==> src/shared/gbsms_pkg.sv <==
// Package with field layout, timing and enumerations for the gain bank and servo mode block.
package gbsms_pkg;
  localparam int          GBSMS_WORD_W       = 32;
  localparam int          GBSMS_GSEL_LSB     = 8;
  localparam int          GBSMS_GSEL_W       = 4;
  localparam int          GBSMS_BANK_W       = 2;
  localparam int          GBSMS_SVMOD_BIT    = 30;
  localparam int          GBSMS_VPPI_BIT     = 4;
  localparam int          GBSMS_PCL_BIT      = 6;
  localparam int          GBSMS_NCL_BIT      = 7;
  localparam int          GBSMS_NBANKS       = 4;
  localparam int          GBSMS_GAIN_W       = 16;
  localparam logic [31:0] GBSMS_USED_MASK    = 32'h4000_0fd0;
  localparam logic [3:0]  GBSMS_AUTO_MANUAL  = 4'h0;
  localparam logic [3:0]  GBSMS_AUTO_ON      = 4'h1;
  localparam int          GBSMS_SETTLE_US    = 2000;
  localparam int          GBSMS_CLK_MHZ      = 200;
  localparam int          GBSMS_SETTLE_CYC   = GBSMS_SETTLE_US * GBSMS_CLK_MHZ;
  localparam logic [1:0]  GBSMS_CMD_OTHER    = 2'h0;
  localparam logic [1:0]  GBSMS_CMD_INTERP   = 2'h1;
  localparam logic [1:0]  GBSMS_CMD_INDEX    = 2'h2;
  localparam logic [1:0]  GBSMS_CMD_QUICK    = 2'h3;
  typedef enum logic [1:0] {
    GBSMS_SV_OFF    = 2'b00,
    GBSMS_SV_MANUAL = 2'b01,
    GBSMS_SV_AUTO   = 2'b11
  } gbsms_sv_e;
endpackage

==> src/shared/gbsms_bank_if.sv <==
// Interface carrying the bank select and the selected gain set.
interface gbsms_bank_if #(parameter int GW = 16);
  logic [1:0]    bank;
  logic [GW-1:0] speed_gain;
  logic [GW-1:0] speed_integral;
  logic [GW-1:0] position_gain;
  logic [GW-1:0] torque_filter;
  modport ctrl (output bank, input speed_gain, speed_integral, position_gain, torque_filter);
  modport bank_side (input bank, output speed_gain, speed_integral, position_gain, torque_filter);
endinterface

==> src/rtl/gbsms_bank_sel.sv <==
// Gain bank store: per-bank gain set registers and the selection mux.
module gbsms_bank_sel
  import gbsms_pkg::*;
#(
  parameter int GW = GBSMS_GAIN_W,
  parameter int NB = GBSMS_NBANKS
)(
  input  wire logic             ref_clk,
  input  wire logic             rstn,
  input  wire logic             gain_wr,
  input  wire logic [1:0]       gain_wr_bank,
  input  wire logic [4*GW-1:0]  gain_wr_data,
  gbsms_bank_if.bank_side       bif
);
  logic [4*GW-1:0] set_q [NB];

  // Each bank keeps its own set; a write touches only the addressed bank.
  for (genvar b = 0; b < NB; b++)
  begin : g_bank
    always_ff @(posedge ref_clk or negedge rstn)
    begin
      if (!rstn)
        set_q[b] <= '0;
      else if (gain_wr && gain_wr_bank == 2'(b))
        set_q[b] <= gain_wr_data;
    end
  end

  wire logic [4*GW-1:0] sel_set = set_q[bif.bank];
  assign bif.speed_gain     = sel_set[GW-1:0];
  assign bif.speed_integral = sel_set[2*GW-1:GW];
  assign bif.position_gain  = sel_set[3*GW-1:2*GW];
  assign bif.torque_filter  = sel_set[4*GW-1:3*GW];
endmodule

==> src/rtl/gbsms_top.sv <==
// Servo command word interpreter: gain bank selection and servo mode control.
//
// Contract
// - Active gain bank comes from the four-bit field at bit 8 of the command word.
// - Each bank holds its own gain set; the selected bank's set is used.
// - Bit 30 of the command word disables (0) or enables (1) servo mode.
// - Auto switching digit defaults to 0, 1 selects auto, applies at restart.
// - Auto switching enables servo mode on interpolate, index and quick commands.
// - Auto mode keeps servo mode on if bit 30 clears and raises a warning; the code does so only while an auto-switching command is in flight.
module gbsms_top
  import gbsms_pkg::*;
#(
  parameter int GW         = GBSMS_GAIN_W,
  parameter int SETTLE_CYC = GBSMS_SETTLE_CYC
)(
  input  wire logic             ref_clk,
  input  wire logic             rstn,
  input  wire logic             servo_command_io_word_wr,
  input  wire logic [31:0]      servo_command_io_word,
  input  wire logic             motion_cmd_valid,
  input  wire logic [1:0]       motion_cmd_kind,
  input  wire logic             motion_cmd_done,
  input  wire logic [3:0]       auto_servo_mode_param,
  input  wire logic             gain_wr,
  input  wire logic [1:0]       gain_wr_bank,
  input  wire logic [4*GW-1:0]  gain_wr_data,
  output logic [1:0]            active_bank,
  output logic [GW-1:0]         speed_gain,
  output logic [GW-1:0]         speed_integral,
  output logic [GW-1:0]         position_gain,
  output logic [GW-1:0]         torque_filter,
  output logic                  servo_mode_enable,
  output logic                  auto_mode_active,
  output logic                  servo_mode_disable_warning,
  output logic                  gain_settled,
  output logic                  speed_loop_mode_bit,
  output logic                  forward_torque_limit_bit,
  output logic                  reverse_torque_limit_bit
);
  localparam int CW = $clog2(SETTLE_CYC + 1);

  gbsms_bank_if #(.GW(GW)) bif ();

  logic [3:0]      gsel_q;
  logic            svmod_q;
  logic            auto_q;
  logic            strap_done;
  logic            auto_cmd_run;
  logic [CW-1:0]   settle_cnt;
  gbsms_sv_e       sv_state;
  gbsms_sv_e       next_sv_state;

  // Only documented fields are looked at; reserved bits are masked off.
  wire logic [31:0] cmd_used  = servo_command_io_word & GBSMS_USED_MASK;
  wire logic [3:0]  gsel_new  = cmd_used[GBSMS_GSEL_LSB +: GBSMS_GSEL_W];
  wire logic        svmod_new = cmd_used[GBSMS_SVMOD_BIT];
  wire logic        vppi_new  = cmd_used[GBSMS_VPPI_BIT];
  wire logic        pcl_new   = cmd_used[GBSMS_PCL_BIT];
  wire logic        ncl_new   = cmd_used[GBSMS_NCL_BIT];
  // Kind zero covers every other motion command, which leaves servo mode alone.
  wire logic        auto_kind = motion_cmd_kind == GBSMS_CMD_INTERP ||
                                motion_cmd_kind == GBSMS_CMD_INDEX  ||
                                motion_cmd_kind == GBSMS_CMD_QUICK;
  wire logic        auto_start = auto_q && motion_cmd_valid && auto_kind;
  wire logic        auto_hold  = auto_start || auto_cmd_run;
  // Rewriting the same four-bit select field does not restart the timer, so a host may repeat its word.
  wire logic        gsel_change = servo_command_io_word_wr && gsel_new != gsel_q;
  // A disable is judged against the command in flight, including one starting now.
  wire logic        disable_try = servo_command_io_word_wr && !svmod_new && auto_hold;

  // Gain select and servo mode bit are latched on each command word write.
  always_ff @(posedge ref_clk or negedge rstn)
  begin
    if (!rstn)
    begin
      gsel_q  <= '0;
      svmod_q <= 1'b0;
    end
    else if (servo_command_io_word_wr)
    begin
      gsel_q  <= gsel_new;
      svmod_q <= svmod_new;
    end
  end

  // Loop mode and torque limit bits are registered copies of the last word.
  always_ff @(posedge ref_clk or negedge rstn)
  begin
    if (!rstn)
    begin
      speed_loop_mode_bit      <= 1'b0;
      forward_torque_limit_bit <= 1'b0;
      reverse_torque_limit_bit <= 1'b0;
    end
    else if (servo_command_io_word_wr)
    begin
      speed_loop_mode_bit      <= vppi_new;
      forward_torque_limit_bit <= pcl_new;
      reverse_torque_limit_bit <= ncl_new;
    end
  end

  // Banks are 0 to 3, so only the low bits of the field select one.
  assign bif.bank    = gsel_q[GBSMS_BANK_W-1:0];
  assign active_bank = gsel_q[GBSMS_BANK_W-1:0];

  // The store only answers for the bank named here; writes to other banks stay hidden.
  gbsms_bank_sel #(.GW(GW), .NB(GBSMS_NBANKS)) u_bank (
    .ref_clk      (ref_clk),
    .rstn         (rstn),
    .gain_wr      (gain_wr),
    .gain_wr_bank (gain_wr_bank),
    .gain_wr_data (gain_wr_data),
    .bif          (bif)
  );

  // Outputs are registered so a bank switch reaches the loops in one clean step.
  always_ff @(posedge ref_clk or negedge rstn)
  begin
    if (!rstn)
    begin
      speed_gain     <= '0;
      speed_integral <= '0;
      position_gain  <= '0;
      torque_filter  <= '0;
    end
    else
    begin
      speed_gain     <= bif.speed_gain;
      speed_integral <= bif.speed_integral;
      position_gain  <= bif.position_gain;
      torque_filter  <= bif.torque_filter;
    end
  end

  // The parameter is a setup value: it is captured once after reset release, so a
  // later change needs a restart to take effect.
  always_ff @(posedge ref_clk or negedge rstn)
  begin
    if (!rstn)
    begin
      strap_done <= 1'b0;
      auto_q     <= 1'b0;
    end
    else if (!strap_done)
    begin
      strap_done <= 1'b1;
      auto_q     <= auto_servo_mode_param == GBSMS_AUTO_ON;
    end
  end
  assign auto_mode_active = auto_q;

  // Tracks an auto-switching command from its start until it finishes.
  always_ff @(posedge ref_clk or negedge rstn)
  begin
    if (!rstn)
      auto_cmd_run <= 1'b0;
    else if (auto_start)
      auto_cmd_run <= 1'b1;
    else if (motion_cmd_done)
      auto_cmd_run <= 1'b0;
  end

  // Gray-coded servo mode state: off, manual on, held on by auto switching.
  always_comb
  begin
    next_sv_state = sv_state;
    unique case (sv_state)
      GBSMS_SV_OFF:
        if (auto_start)
          next_sv_state = GBSMS_SV_AUTO;
        else if (svmod_q)
          next_sv_state = GBSMS_SV_MANUAL;
      GBSMS_SV_MANUAL:
        if (auto_start)
          next_sv_state = GBSMS_SV_AUTO;
        else if (!svmod_q)
          next_sv_state = GBSMS_SV_OFF;
      GBSMS_SV_AUTO:
        if (!auto_hold)
          next_sv_state = svmod_q ? GBSMS_SV_MANUAL : GBSMS_SV_OFF;
      // The unused code falls back to off, so an upset cannot latch servo mode on.
      default:
        next_sv_state = GBSMS_SV_OFF;
    endcase
  end

  always_ff @(posedge ref_clk or negedge rstn)
  begin
    if (!rstn)
      sv_state <= GBSMS_SV_OFF;
    else
      sv_state <= next_sv_state;
  end

  // The host relies on this flag for position control; it never drops while auto holds.
  assign servo_mode_enable = sv_state != GBSMS_SV_OFF;

  // Warning is a one-cycle pulse per refused disable attempt.
  always_ff @(posedge ref_clk or negedge rstn)
  begin
    if (!rstn)
      servo_mode_disable_warning <= 1'b0;
    else
      servo_mode_disable_warning <= disable_try;
  end

  // Settling timer after a bank change; the host must wait for it before motion.
  // The timer is status only: an early command is still obeyed, so the host must honour it.
  always_ff @(posedge ref_clk or negedge rstn)
  begin
    if (!rstn)
      settle_cnt <= '0;
    else if (gsel_change)
      settle_cnt <= CW'(SETTLE_CYC);
    else if (settle_cnt != '0)
      settle_cnt <= settle_cnt - CW'(1);
  end
  assign gain_settled = settle_cnt == '0;
endmodule

==> config.mk <==
export PLATFORM = sky130hd
export DESIGN_NAME = gbsms_top
export DESIGN_NICKNAME = d
export VERILOG_FILES = /design/src/shared/gbsms_pkg.sv /design/src/shared/gbsms_bank_if.sv /design/src/rtl/gbsms_bank_sel.sv /design/src/rtl/gbsms_top.sv
export SDC_FILE = /design/constraint.sdc
export NUM_CORES = 1
export LEC_CHECK = 0
export BUFFER_PORTS_ARGS = -buffer_cell sky130_fd_sc_hd__buf_2
export CORE_MARGIN = 4
export CORE_UTILIZATION = 37
export DETAILED_ROUTE_END_ITERATION = 10
export SYNTH_ARGS = -nofsm -noshare
export SYNTH_HDL_FRONTEND = slang
export SYNTH_SLANG_ARGS = --single-unit
==> constraint.sdc <==
create_clock -name ref_clk -period 2.2 [get_ports ref_clk]
set_input_delay 0.33 -clock ref_clk [delete_from_list [all_inputs] [get_ports ref_clk]]
set_output_delay 0.33 -clock ref_clk [all_outputs]
set_load 0.02 [all_outputs]
[After elaboration in Yosys (flattened, before gate mapping)]
Index checks and enable logic that the tools add are counted.
Word-level totals
  word-level logic and storage cells: 70
  bits of input ports: 110
  register bits: 353
  output and inout port bits: 73
Cells by class
  reduce and logical (&&, ||, !) cells: 21
  equal/unequal tests: 13
  $add $sub $neg: 1
  muxes and demuxes: 14
  magnitude comparators: 1
  bitwise gates (word level): 1
Operators by type and width (number)
  $bmux 64 s2: 1
  $mux 64: 2
  $mux 19: 2
  $logic_not 19->1: 1
  $reduce_bool 19->1: 1
  $sub 19x1->19 const B: 1
  $eq 2x2->1 const B: 5
  $mux 2: 5
  $logic_and 1x1->1: 9
  $eq 2x1->1 const B: 3
  $ne 3x3->1 const B: 2
  $pmux 2 s3: 1
  $reduce_bool 2->1: 3
  $eq 4x1->1 const B: 1
  $logic_not 2->1: 2
  $ne 4x4->1: 1
  $ge 3x3->1 const B: 1
  $logic_or 1x1->1: 3
  $mux 1: 3
  $not 2->3: 1
  $reduce_and 3->1: 1
  $ne 2x2->1 const B: 1
  $logic_not 1->1: 1

[Longest topological paths before layout]
Gate-level depths: netlist (run 1).
  depth after elaboration: 7
  mapped depth: 7
  mapped depth without buffers: 7

[By module]
From an unflattened synthesis (run 1), not the netlist that was laid out.
Second synthesis, totals
  cell total of the unflattened synthesis: 845
  area, all modules: 14360.0 um^2
Modules (own cells, without submodules)
  gbsms_bank_sel: sequential area each 6406.1 um^2, times used 1, cells each 621, area each 11109.4 um^2
  gbsms_top: sequential area each 2427.3 um^2, times used 1, cells each 224, area each 3250.6 um^2

[Worst setup path before layout (run 1)]
No wires, ideal clock.
  kind: reg2out
  start: register settle_cnt[16]
  end: output gain_settled
  required time: 1.870 ns
  stages on the path, launching flop included: 6
  slack: 0.208 ns
  arrival time: 1.662 ns
  path buffers: 1
  cell sequence: dfrtp_1 > or4_4 > and4bb_2 > buf_6 > nand2_4 > inv_1
Between the ends
  longest elaborated chain between the ends: 1
RTL lines
  start, declared: RTL line gbsms_top.sv:49  | logic [CW-1:0] settle_cnt;
  start signal, assigned: RTL line gbsms_top.sv:215  | settle_cnt <= CW'(SETTLE_CYC);
  start signal, assigned: RTL line gbsms_top.sv:217  | settle_cnt <= settle_cnt - CW'(1);
  $logic_not 19->1: RTL line gbsms_top.sv:219  | assign gain_settled = settle_cnt == '0;
  end, declared: RTL line gbsms_top.sv:35  | output logic gain_settled,
No other way between the ends.

[Worst setup path in the final report (run 1)]
  start: register settle_cnt[14]
  end: output gain_settled
Same word-level chain as after synthesis.

==> impl_metrics.env, run 1 <==
export IMPL_start_util_pct=37.5
export IMPL_leakage_nw=7.52
export IMPL_drive_gt1_share_pct=56.2
export IMPL_slew_violations=0
export IMPL_synth_largest_area_cell="dfrtp_1"
export IMPL_wl_per_cell_microns=18.5
export IMPL_holdPathStages=2
export IMPL_tns_ns=-0.179
export IMPL_area_growth_pct=22.6
export IMPL_drt_total_wl_microns=29400
export IMPL_ys_flop_type="dfrtp_1"
export IMPL_die_h_microns=204
export IMPL_cp_num_cells=5
export IMPL_yosys_area_top_type_share_pct=62.3
export IMPL_post_route_cell_area_sq_mm=0.0174
export IMPL_htreeDepth=2
export IMPL_max_cap_viol_count=0
export IMPL_synthesis_area_sq_mm=0.0142
export IMPL_dp_hpwl_microns=17800
export IMPL_max_freq_mhz=420
export IMPL_rsz0062_at_grt="yes"
export IMPL_drcViolationCount=0
export IMPL_setup_viol=1
export IMPL_cts_buffers_inserted=40
export IMPL_failed_checks="negative setup slack"
export IMPL_synth_edff_count=0
export IMPL_worst_pin_slew_ns=0.604
export IMPL_fin_nets=1155
export IMPL_vdd_ir_drop_worst_mv=0.705
export IMPL_ant_nets=0
export IMPL_highest_layer="met5"
export IMPL_via_count=7856
export IMPL_grtUsageTotal_pct=14.6
export IMPL_dpl_cell_area_sq_mm=0.0159
export IMPL_dp_cells=1499
export IMPL_power_density_mw_per_mm2=1050
export IMPL_skew_ns=0.0168
export IMPL_drt_vias_per_instance=4.95
export IMPL_grt_first_pass_wirelength_microns=48500
export IMPL_yosys_top_cells_area="dfrtp_1 62%, mux2_2 21%, mux4_2 10%"
export IMPL_cts_tree="done"
export IMPL_drt_pass1_iter_count=4
export IMPL_finalCriticalPeriod_ns=2.38
export IMPL_ios=183
export IMPL_dr_wl_met3_microns=1640
export IMPL_wl_met2_microns=13800
export IMPL_yosys_warnings=0
export IMPL_seq_area_frac_synth_pct=62.3
export IMPL_core_area_sq_mm=0.0378
export IMPL_path_cells="or4_4, and4bb_2, nand2_4, inv_2, buf_6"
export IMPL_cts_buffer_depth=3
export IMPL_rows=71
export IMPL_end_kind="output port"
export IMPL_fin_crit_sh_pct=108
export IMPL_syn_nets=950
export IMPL_crit_family="simple AND/OR/NAND/NOR gates"
export IMPL_yosys_top_cells_count="353 x dfrtp_1, 263 x mux2_2, 64 x mux4_2"
export IMPL_critPathSlowestCell="or4_4"
export IMPL_crit_buf_inv=2
export IMPL_cts_sinks=353
export IMPL_drt_initial_drc_count=266
export IMPL_ys_seq_elements=353
export IMPL_synth_area_per_cell_sq_um=16.9
export IMPL_hold_path_class="input pin to flop"
export IMPL_clock_latency_ns=0.55
export IMPL_crit_required_ns=1.87
export IMPL_portBuffers=158
export IMPL_dp_slack_ns=0.229
export IMPL_crit_arrival_ns=2.05
export IMPL_antenna_found_initial=5
export IMPL_cts_clk_slew_worst_paths_ns=0.05
export IMPL_async_flop_share_pct=100
export IMPL_synth_most_common_cell="dfrtp_1"
export IMPL_slew_headroom_pct=59.7
export IMPL_synthCells=839
export IMPL_crit_fanout=3
export IMPL_die_area_sq_mm=0.0415
export IMPL_die_x_microns=204
export IMPL_synth_cell_types=47
export IMPL_crit_path_start_kind="flop"
export IMPL_overflow=0
export IMPL_whs_ns=0.0534
export IMPL_gp_congestion=0.744
export IMPL_status="finished with violations"
export IMPL_slowest_delay_ns=0.54
export IMPL_root_buffer="clkbuf_16"
export IMPL_hold_viol=0
export IMPL_wl_met1_microns=13300
export IMPL_final_cells=1587
export IMPL_worst_r2r_cell_count=7
export IMPL_grt_max_degree=67
export IMPL_grt_pass1_vias=8670
export IMPL_power_mw=18.3
export IMPL_crit_type="flop to output port"
export IMPL_final_util_pct=46.0
export IMPL_fin_ws_ns=-0.179
-- cell type report --
class	instances	area, sq um
multi-input cells	434	5130
diodes	1	2.50
inverters	6	22.5
well taps	511	639
clock inverters	10	116
flip-flops and latches	353	8840
fillers	3351	20400
repair buffers	209	1430
clock buffers	63	1200
-- cell usage in the layout, fill, tap and decap left out, drive strengths merged, types with 4 or more instances in the layout --
master       instances
xnor2                9
nor2                12
o21ai                6
a21oi               12
nand3b               4
clkbuf              63
buf                200
mux2               263
dfrtp              353
mux4                64
inv                  9
xor2                 4
nand2               16
nor3                 7
dlygate4sd3          9
-- cell families (layout without fill, tap and decap cells) --
logic type	count (synthesis)	after routing	synth area share, %
DFF	353	353	62.3
muxes	328	328	31.1
other	1	2	0.0265
xor gates and xnor gates	13	13	0.804
buffers and inverters	52	288	1.60
AOI/OAI and AO/OA	30	30	1.42
and+or+nand+nor	61	61	2.57
adders and majority gates	1	1	0.0883
-- power breakdown --
| part | leakage [nW] | switching [mW] | internal [mW] |
|---|---|---|---|
| clock network | 0.639 | 2.59 | 3.98 |
| logic | 2.70 | 1.55 | 1.77 |
| registers | 4.18 | 0.623 | 7.80 |
-- state kept, by name (all words and copies together), names as in the netlist, 2 cells and up --
| register | cells |
|---|---|
| gsel_q | 4 |
| position_gain | 16 |
| settle_cnt | 19 |
| speed_gain | 16 |
| speed_integral | 16 |
| sv_state | 2 |
| torque_filter | 16 |
| u_bank.set_q | 256 |
-- path summary, 6_finish.rpt --
path                       slack [ns]                       start                             to
min                              0.05             gain_wr_data[9]    u_bank.set_q[9]$_DFFE_PN0P_
max reg2reg                      0.20  settle_cnt[14]$_DFFE_PN0P_      settle_cnt[9]$_DFFE_PN0P_
max                             -0.18  settle_cnt[14]$_DFFE_PN0P_                   gain_settled
min in group asynchronous        0.32                        rstn     position_gain[2]$_DFF_PN0_
min reg2reg                      0.46        strap_done$_DFF_PN0_   auto_mode_active$_DFFE_PN0N_
max in group asynchronous        1.10                        rstn  u_bank.set_q[187]$_DFFE_PN0P_
-- layer usage --
metal,vias up,GRT usage [%]
met1,4143,19.8
met3,49,4.56
met5,-,0
li1,3509,-
met2,147,23.1
met4,8,3.69
-- what timing repair did --
action                                 in CTS  in global routing
hold buffers                                9                  0
gates cloned                                0                  0
setup buffers                               5                  0
pin swaps                                   3                  0
endpoints found under the hold margin      58                  0
setup endpoints to repair                   1                  1
gates resized for setup                     3                  1
Power figures use the tool's default switching activity.
==> run 2: changes to the inputs <==
SYNTH_HIERARCHICAL = 1   (was not set)
==> impl_metrics.env, run 2 <==
export IMPL_status="finished with violations"
export IMPL_failed_checks="negative setup slack"
export IMPL_rsz0062_at_grt="yes"
export IMPL_area_growth_pct=20.5
export IMPL_synth_area_per_cell_sq_um=17.0
export IMPL_vdd_ir_drop_worst_mv=0.732
export IMPL_cts_sinks=353
export IMPL_async_flop_share_pct=100
export IMPL_fin_ws_ns=-0.105
export IMPL_rows=71
export IMPL_cts_tree="done"
export IMPL_synth_simple_area_share_pct=2.64
export IMPL_final_cell_mix="351 x dfrtp_1, 198 x mux2_2, 156 x buf_2"
export IMPL_crit_arrival_ns=1.97
export IMPL_antenna_found_initial=5
export IMPL_synthCells=845
export IMPL_path_cells="or4_4, or2_4, nor2_4, buf_6"
export IMPL_root_buffer="clkbuf_16"
export IMPL_ys_seq_elements=353
export IMPL_r2r_start="settle_cnt[0]$_DFFE_PN0P_"
export IMPL_grt_first_pass_wirelength_microns=47900
export IMPL_via_count=7853
export IMPL_crit_fanout=4
export IMPL_hold_path_class="input pin to flop"
export IMPL_regMostFlops="u_bank/set_q"
export IMPL_ff2ff_setup_slack_ns=0.16
export IMPL_dp_hpwl_microns=18100
export IMPL_ant_nets=0
export IMPL_slew_headroom_pct=62.5
export IMPL_end_kind="output port"
export IMPL_synth_xor_area_share_pct=0.305
export IMPL_cts_buffer_depth=3
export IMPL_synthAdderAreaFrac_pct=0.0871
export IMPL_synthesis_area_sq_mm=0.0144
export IMPL_endpoint="gain_settled"
export IMPL_cp_startpoint="settle_cnt[13]$_DFFE_PN0P_"
export IMPL_die_area_sq_mm=0.0420
export IMPL_drt_vias_per_instance=4.98
export IMPL_cts_clk_slew_worst_paths_ns=0.06
export IMPL_wl_per_cell_microns=18.8
export IMPL_slowest_delay_ns=0.53
export IMPL_drcViolationCount=0
export IMPL_syn_nets=956
export IMPL_synth_compound_area_share_pct=1.73
export IMPL_clock_latency_ns=0.53
export IMPL_hold_viol=0
export IMPL_critPathSlowestCell="or4_4"
export IMPL_htreeDepth=2
export IMPL_grt_max_degree=67
export IMPL_skew_ns=0.00770
export IMPL_grtUsageTotal_pct=14.5
export IMPL_muxShareOfSynthArea_pct=30.9
export IMPL_ys_flop_type="dfrtp_1"
export IMPL_synth_cell_types=48
export IMPL_reg_top3="u_bank/set_q: 256 flops, settle_cnt: 19 flops"
export IMPL_seq_area_frac_synth_pct=61.5
export IMPL_drt_initial_drc_count=246
export IMPL_start_util_pct=37.9
export IMPL_finalCriticalPeriod_ns=2.30
export IMPL_crit_required_ns=1.87
export IMPL_yosys_top_cells_area="dfrtp_1 62%, mux2_2 16%, mux4_2 10%"
export IMPL_worst_r2r_cell_count=7
export IMPL_leakage_nw=7.46
export IMPL_yosys_top_cells_count="353 x dfrtp_1, 198 x mux2_2, 65 x mux2_1"
export IMPL_crit_type="flop to output port"
export IMPL_max_cap_viol_count=0
export IMPL_timing_rr_end="settle_cnt[9]$_DFFE_PN0P_"
export IMPL_ios=183
export IMPL_crit_path_start_kind="flop"
export IMPL_fin_nets=1151
export IMPL_overflow=0
export IMPL_gp_congestion=0.710
export IMPL_synth_top_family_by_area="multiplexers"
export IMPL_portBuffers=158
export IMPL_drt_total_wl_microns=29600
export IMPL_slew_violations=0
export IMPL_yosys_area_top_type_share_pct=61.5
export IMPL_die_x_microns=205
export IMPL_drt_pass1_iter_count=4
export IMPL_core_area_sq_mm=0.0379
export IMPL_synth_largest_area_cell="dfrtp_1"
export IMPL_final_util_pct=45.6
export IMPL_setup_viol=1
export IMPL_fin_crit_sh_pct=105
export IMPL_cts_buffers_inserted=39
export IMPL_final_common_cell="dfrtp_1"
export IMPL_dp_slack_ns=0.146
export IMPL_whs_ns=0.0450
export IMPL_power_density_mw_per_mm2=1040
export IMPL_die_h_microns=205
export IMPL_synth_most_common_cell="dfrtp_1"
export IMPL_yosys_warnings=6
export IMPL_largest_register_ffs=256
export IMPL_max_freq_mhz=434
export IMPL_synth_edff_count=0
export IMPL_grt_pass1_vias=8529
export IMPL_worst_pin_slew_ns=0.548
export IMPL_drive_gt1_share_pct=50.2
run 2: cell types whose count changed after synthesis, moves of 5 or more:
cell / previous run / this run
nand2_1: 15 / 10
buf_4: 2 / 12
mux2_2: 263 / 198
mux2_1: 0 / 65
clkbuf_1: 27 / 5
nor2_1: 12 / 6
o21ai_0: 6 / 11
buf_6: 1 / 18
xnor2_1: 9 / 1
or4_1: 0 / 6
run 2: through the flow:
stage	power [mW]	area (sq um)	setup TNS, ns	instances
after floorplan	10.5	14400	0	845
after global placement	11.6	15800	0	1496
after detailed placement	11.7	15800	0	1496
after CTS	18.3	17200	-0.128	1570
after global routing	19.0	17300	-0.162	1576
final	18.0	17300	-0.105	1577
run 2: layer usage:
metal	wire length, microns	vias up	track usage (%)
met5	60	-	0
met4	733	8	5.02
met3	1700	58	3.88
met2	13600	152	22.5
met1	13500	4114	19.9
li1	-	3521	-
run 2: where the power goes:
group | switching [mW] | leakage [nW] | internal (mW)
Sequential | 0.592 | 4.19 | 7.80
Clock | 2.49 | 0.631 | 3.96
Combinational | 1.50 | 2.64 | 1.66
run 2: area by class of cell:
cell class | instances | area (sq um)
fill | 3402 | 20600
sequential | 353 | 8840
multi-input combinational | 439 | 5190
timing repair buffer | 203 | 1330
clock buffer | 59 | 1190
tap | 511 | 639
clock inverter | 6 | 87.6
inverter | 4 | 15.0
antenna | 2 | 5.00
run 2: what timing repair did:
action	in CTS	in global routing
buffers inserted	4	5
pin swaps	4	2
gates resized for setup	8	3
hold buffers	5	0
setup endpoints to repair	1	1
hold endpoints to repair	46	0
run 2: critical path, delay by kind of cell (launching register included):
kind	cells	cell delay, ns
buf+inv	1	0.13
flops	1	0.40
simple gates	3	0.91
run 2: cell families (layout without fill, tap and decap cells):
kind of cell | count (synthesis) | count (layout)
flip-flops | 353 | 353
XOR/XNOR | 5 | 5
AND/OR/NAND/NOR | 63 | 63
adder cells (fa/ha/maj) | 1 | 1
multiplexers | 331 | 331
other | 1 | 3
buffers and inverters | 53 | 272
AO/OA/AOI/OAI | 38 | 38
run 2: how the worst min path moves through the flow:
stage / slack (ns) / end / cells past startpoint / start
floorplan: 0.03 / auto_cmd_run$_DFFE_PN0P_ / 0 / rstn
global route: 0.03 / gsel_q[2]$_DFFE_PN0P_ / 2 / servo_command_io_word[10]
CTS: 0.01 / gsel_q[2]$_DFFE_PN0P_ / 2 / servo_command_io_word[10]
detailed placement: 0.31 / servo_mode_disable_warning$_DFF_PN0_ / 1 / rstn
global placement: 0.31 / forward_torque_limit_bit$_DFFE_PN0P_ / 1 / rstn
finish: 0.04 / svmod_q$_DFFE_PN0P_ / 3 / servo_command_io_word[30]
==> run 3: changes to the inputs <==
--- a/config.mk
+++ b/config.mk
@@ -9,4 +9,5 @@
 export CORE_MARGIN = 4
 export CORE_UTILIZATION = 37
+export CTS_BUF_LIST = sky130_fd_sc_hd__clkbuf_2
 export DETAILED_ROUTE_END_ITERATION = 10
 export SYNTH_ARGS = -nofsm -noshare
==> constraint.sdc (replaced) <==
create_clock -name ref_clk -period 2.2 [get_ports ref_clk]
set_input_delay 0.33 -clock ref_clk [delete_from_list [all_inputs] [get_ports ref_clk]]
set_output_delay 0.33 -clock ref_clk [all_outputs]
set_load 0.1 [all_outputs]
==> impl_metrics.env, run 3 (synthesis gave the netlist of run 2 again) <==
export IMPL_power_frac_comb_pct=30.7
export IMPL_internal_power_mw=11.6
export IMPL_wl_per_cell_microns=17.8
export IMPL_finalCriticalPeriod_ns=2.77
export IMPL_cts_sinks=353
export IMPL_dp_slack_ns=0.182
export IMPL_drt_pass1_iter_count=4
export IMPL_drt_vias_per_instance=4.87
export IMPL_hp_start="gain_wr_data[9]"
export IMPL_end_kind="output port"
export IMPL_grtUsageTotal_pct=15.5
export IMPL_portBuffers=158
export IMPL_holdPathEnd="u_bank/set_q[9]$_DFFE_PN0P_"
export IMPL_failed_checks="negative setup slack"
export IMPL_ff2ff_setup_slack_ns=0.22
export IMPL_power_density_mw_per_mm2=1030
export IMPL_regMostFlops="u_bank/set_q"
export IMPL_r2r_start="settle_cnt[0]$_DFFE_PN0P_"
export IMPL_setup_viol=1
export IMPL_holdPathStages=3
export IMPL_die_x_microns=205
export IMPL_area_growth_pct=25.1
export IMPL_htreeDepth=3
export IMPL_fin_nets=1302
export IMPL_rows=71
export IMPL_worst_pin_slew_ns=0.603
export IMPL_power_mw=18.6
export IMPL_vdd_ir_drop_worst_mv=0.556
export IMPL_grt_pass1_vias=9742
export IMPL_dp_hpwl_microns=18200
export IMPL_clkPwrFrac_pct=24.2
export IMPL_die_h_microns=205
export IMPL_swShare_pct=37.6
export IMPL_cts_buffers_inserted=94
export IMPL_overflow=0
export IMPL_slew_headroom_pct=59.8
export IMPL_tns_ns=-0.566
export IMPL_gp_congestion=0.752
export IMPL_core_area_sq_mm=0.0379
export IMPL_drt_initial_drc_count=210
export IMPL_skew_ns=0.0435
export IMPL_final_cell_mix="351 x dfrtp_1, 198 x mux2_2, 139 x clkbuf_2"
export IMPL_antenna_found_initial=2
export IMPL_crit_type="flop to output port"
export IMPL_max_freq_mhz=362
export IMPL_hold_path_class="input pin to flop"
export IMPL_grt_max_degree=75
export IMPL_drt_total_wl_microns=31500
export IMPL_cts_buffer_depth=3
export IMPL_cts_tree="done"
export IMPL_cts_clk_slew_worst_paths_ns=0.09
export IMPL_final_common_cell="dfrtp_1"
export IMPL_grt_first_pass_wirelength_microns=51800
export IMPL_status="finished with violations"
export IMPL_reg_top3="u_bank/set_q: 256 flops, settle_cnt: 19 flops"
export IMPL_crit_path_start_kind="flop"
export IMPL_die_area_sq_mm=0.0420
export IMPL_max_cap_viol_count=0
export IMPL_fin_ws_ns=-0.566
export IMPL_dpl_cell_area_sq_mm=0.0159
export IMPL_largest_register_ffs=256
export IMPL_timing_rr_end="settle_cnt[9]$_DFFE_PN0P_"
export IMPL_rsz0062_at_grt="yes"
export IMPL_ios=183
export IMPL_crit_required_ns=1.87
export IMPL_crit_arrival_ns=2.44
export IMPL_worst_r2r_cell_count=7
export IMPL_start_util_pct=37.9
export IMPL_clock_latency_ns=0.94
export IMPL_ant_nets=0
export IMPL_leakage_nw=7.93
export IMPL_seq_power_share_pct=45.2
export IMPL_via_count=8587
export IMPL_fin_crit_sh_pct=126
export IMPL_crit_fanout=4
export IMPL_root_buffer="clkbuf_2"
export IMPL_hold_viol=0
export IMPL_final_util_pct=47.4
export IMPL_drcViolationCount=0
export IMPL_power_switching_mw=6.97
export IMPL_drive_gt1_share_pct=49.8
export IMPL_post_route_cell_area_sq_mm=0.0180
export IMPL_slew_violations=0
## run 3: changes by cell type in the layout (fill, tap and decap cells not counted), moves of 27 or more
cell | previous run | this run
clkbuf_16 | 41 | 0
buf_2 | 156 | 114
buf_4 | 26 | 53
clkbuf_2 | 0 | 139
dlygate4sd3_1 | 5 | 99
## run 3: per-layer routing
layer  track usage, %  up-vias  part of all wire [%]
met5                0        -                     0
met4             5.55        0                   2.3
met3             4.59       61                   5.3
met2             24.8      194                    48
met1             20.4     4464                    45
li1                 -     3868                     -
## run 3: final cells by class
class | instances | area (sq um)
antenna | 2 | 5.00
clock buffer | 139 | 696
clock inverter | 18 | 123
fill | 3432 | 20000
inverter | 4 | 15.0
multi-input combinational | 439 | 5180
sequential | 353 | 8840
tap | 511 | 639
timing repair buffer | 299 | 2470
## run 3: repair_timing
item,in CTS,in global routing
hold buffers,101,0
setup buffers,7,0
hold endpoints to repair,639,0
resized for setup,44,14
setup endpoints to repair,30,16
pin swaps,2,1
cloned,1,0
## run 3: worst max path at each step
stage | startpoint | end
2_1_floorplan | settle_cnt[14]$_DFFE_PN0P_ | gain_settled
3_3_place_gp | settle_cnt[0]$_DFFE_PN0P_ | gain_settled
3_5_place_dp | settle_cnt[0]$_DFFE_PN0P_ | settle_cnt[7]$_DFFE_PN0P_
4_1_cts | settle_cnt[13]$_DFFE_PN0P_ | gain_settled
5_1_grt | settle_cnt[13]$_DFFE_PN0P_ | gain_settled
6_report | settle_cnt[13]$_DFFE_PN0P_ | gain_settled
## run 3: worst max-delay path, stage by stage (launching register included)
cell	delay, ns
dfrtp_1	0.41
or4_4	0.52
or2_4	0.28
nor2_4	0.12
buf_12	0.18
## run 3: stage by stage
stage               hold WS (ns)  cells
global placement           0.284   1499
floorplan                 0.0344    845
global route              0.0391   1765
detailed placement         0.285   1499
CTS                      0.00880   1764
finish                     0.195   1765
## run 3: power groups by stage
stage	combinational (mW)	clock (mW)	sequential (mW)
after floorplan	1.79	0	10.9
after global placement	5.36	0	8.46
after detailed placement	5.42	0	8.50
after CTS	5.73	4.76	8.38
after global routing	6.00	5.10	8.54
final	5.69	4.48	8.38
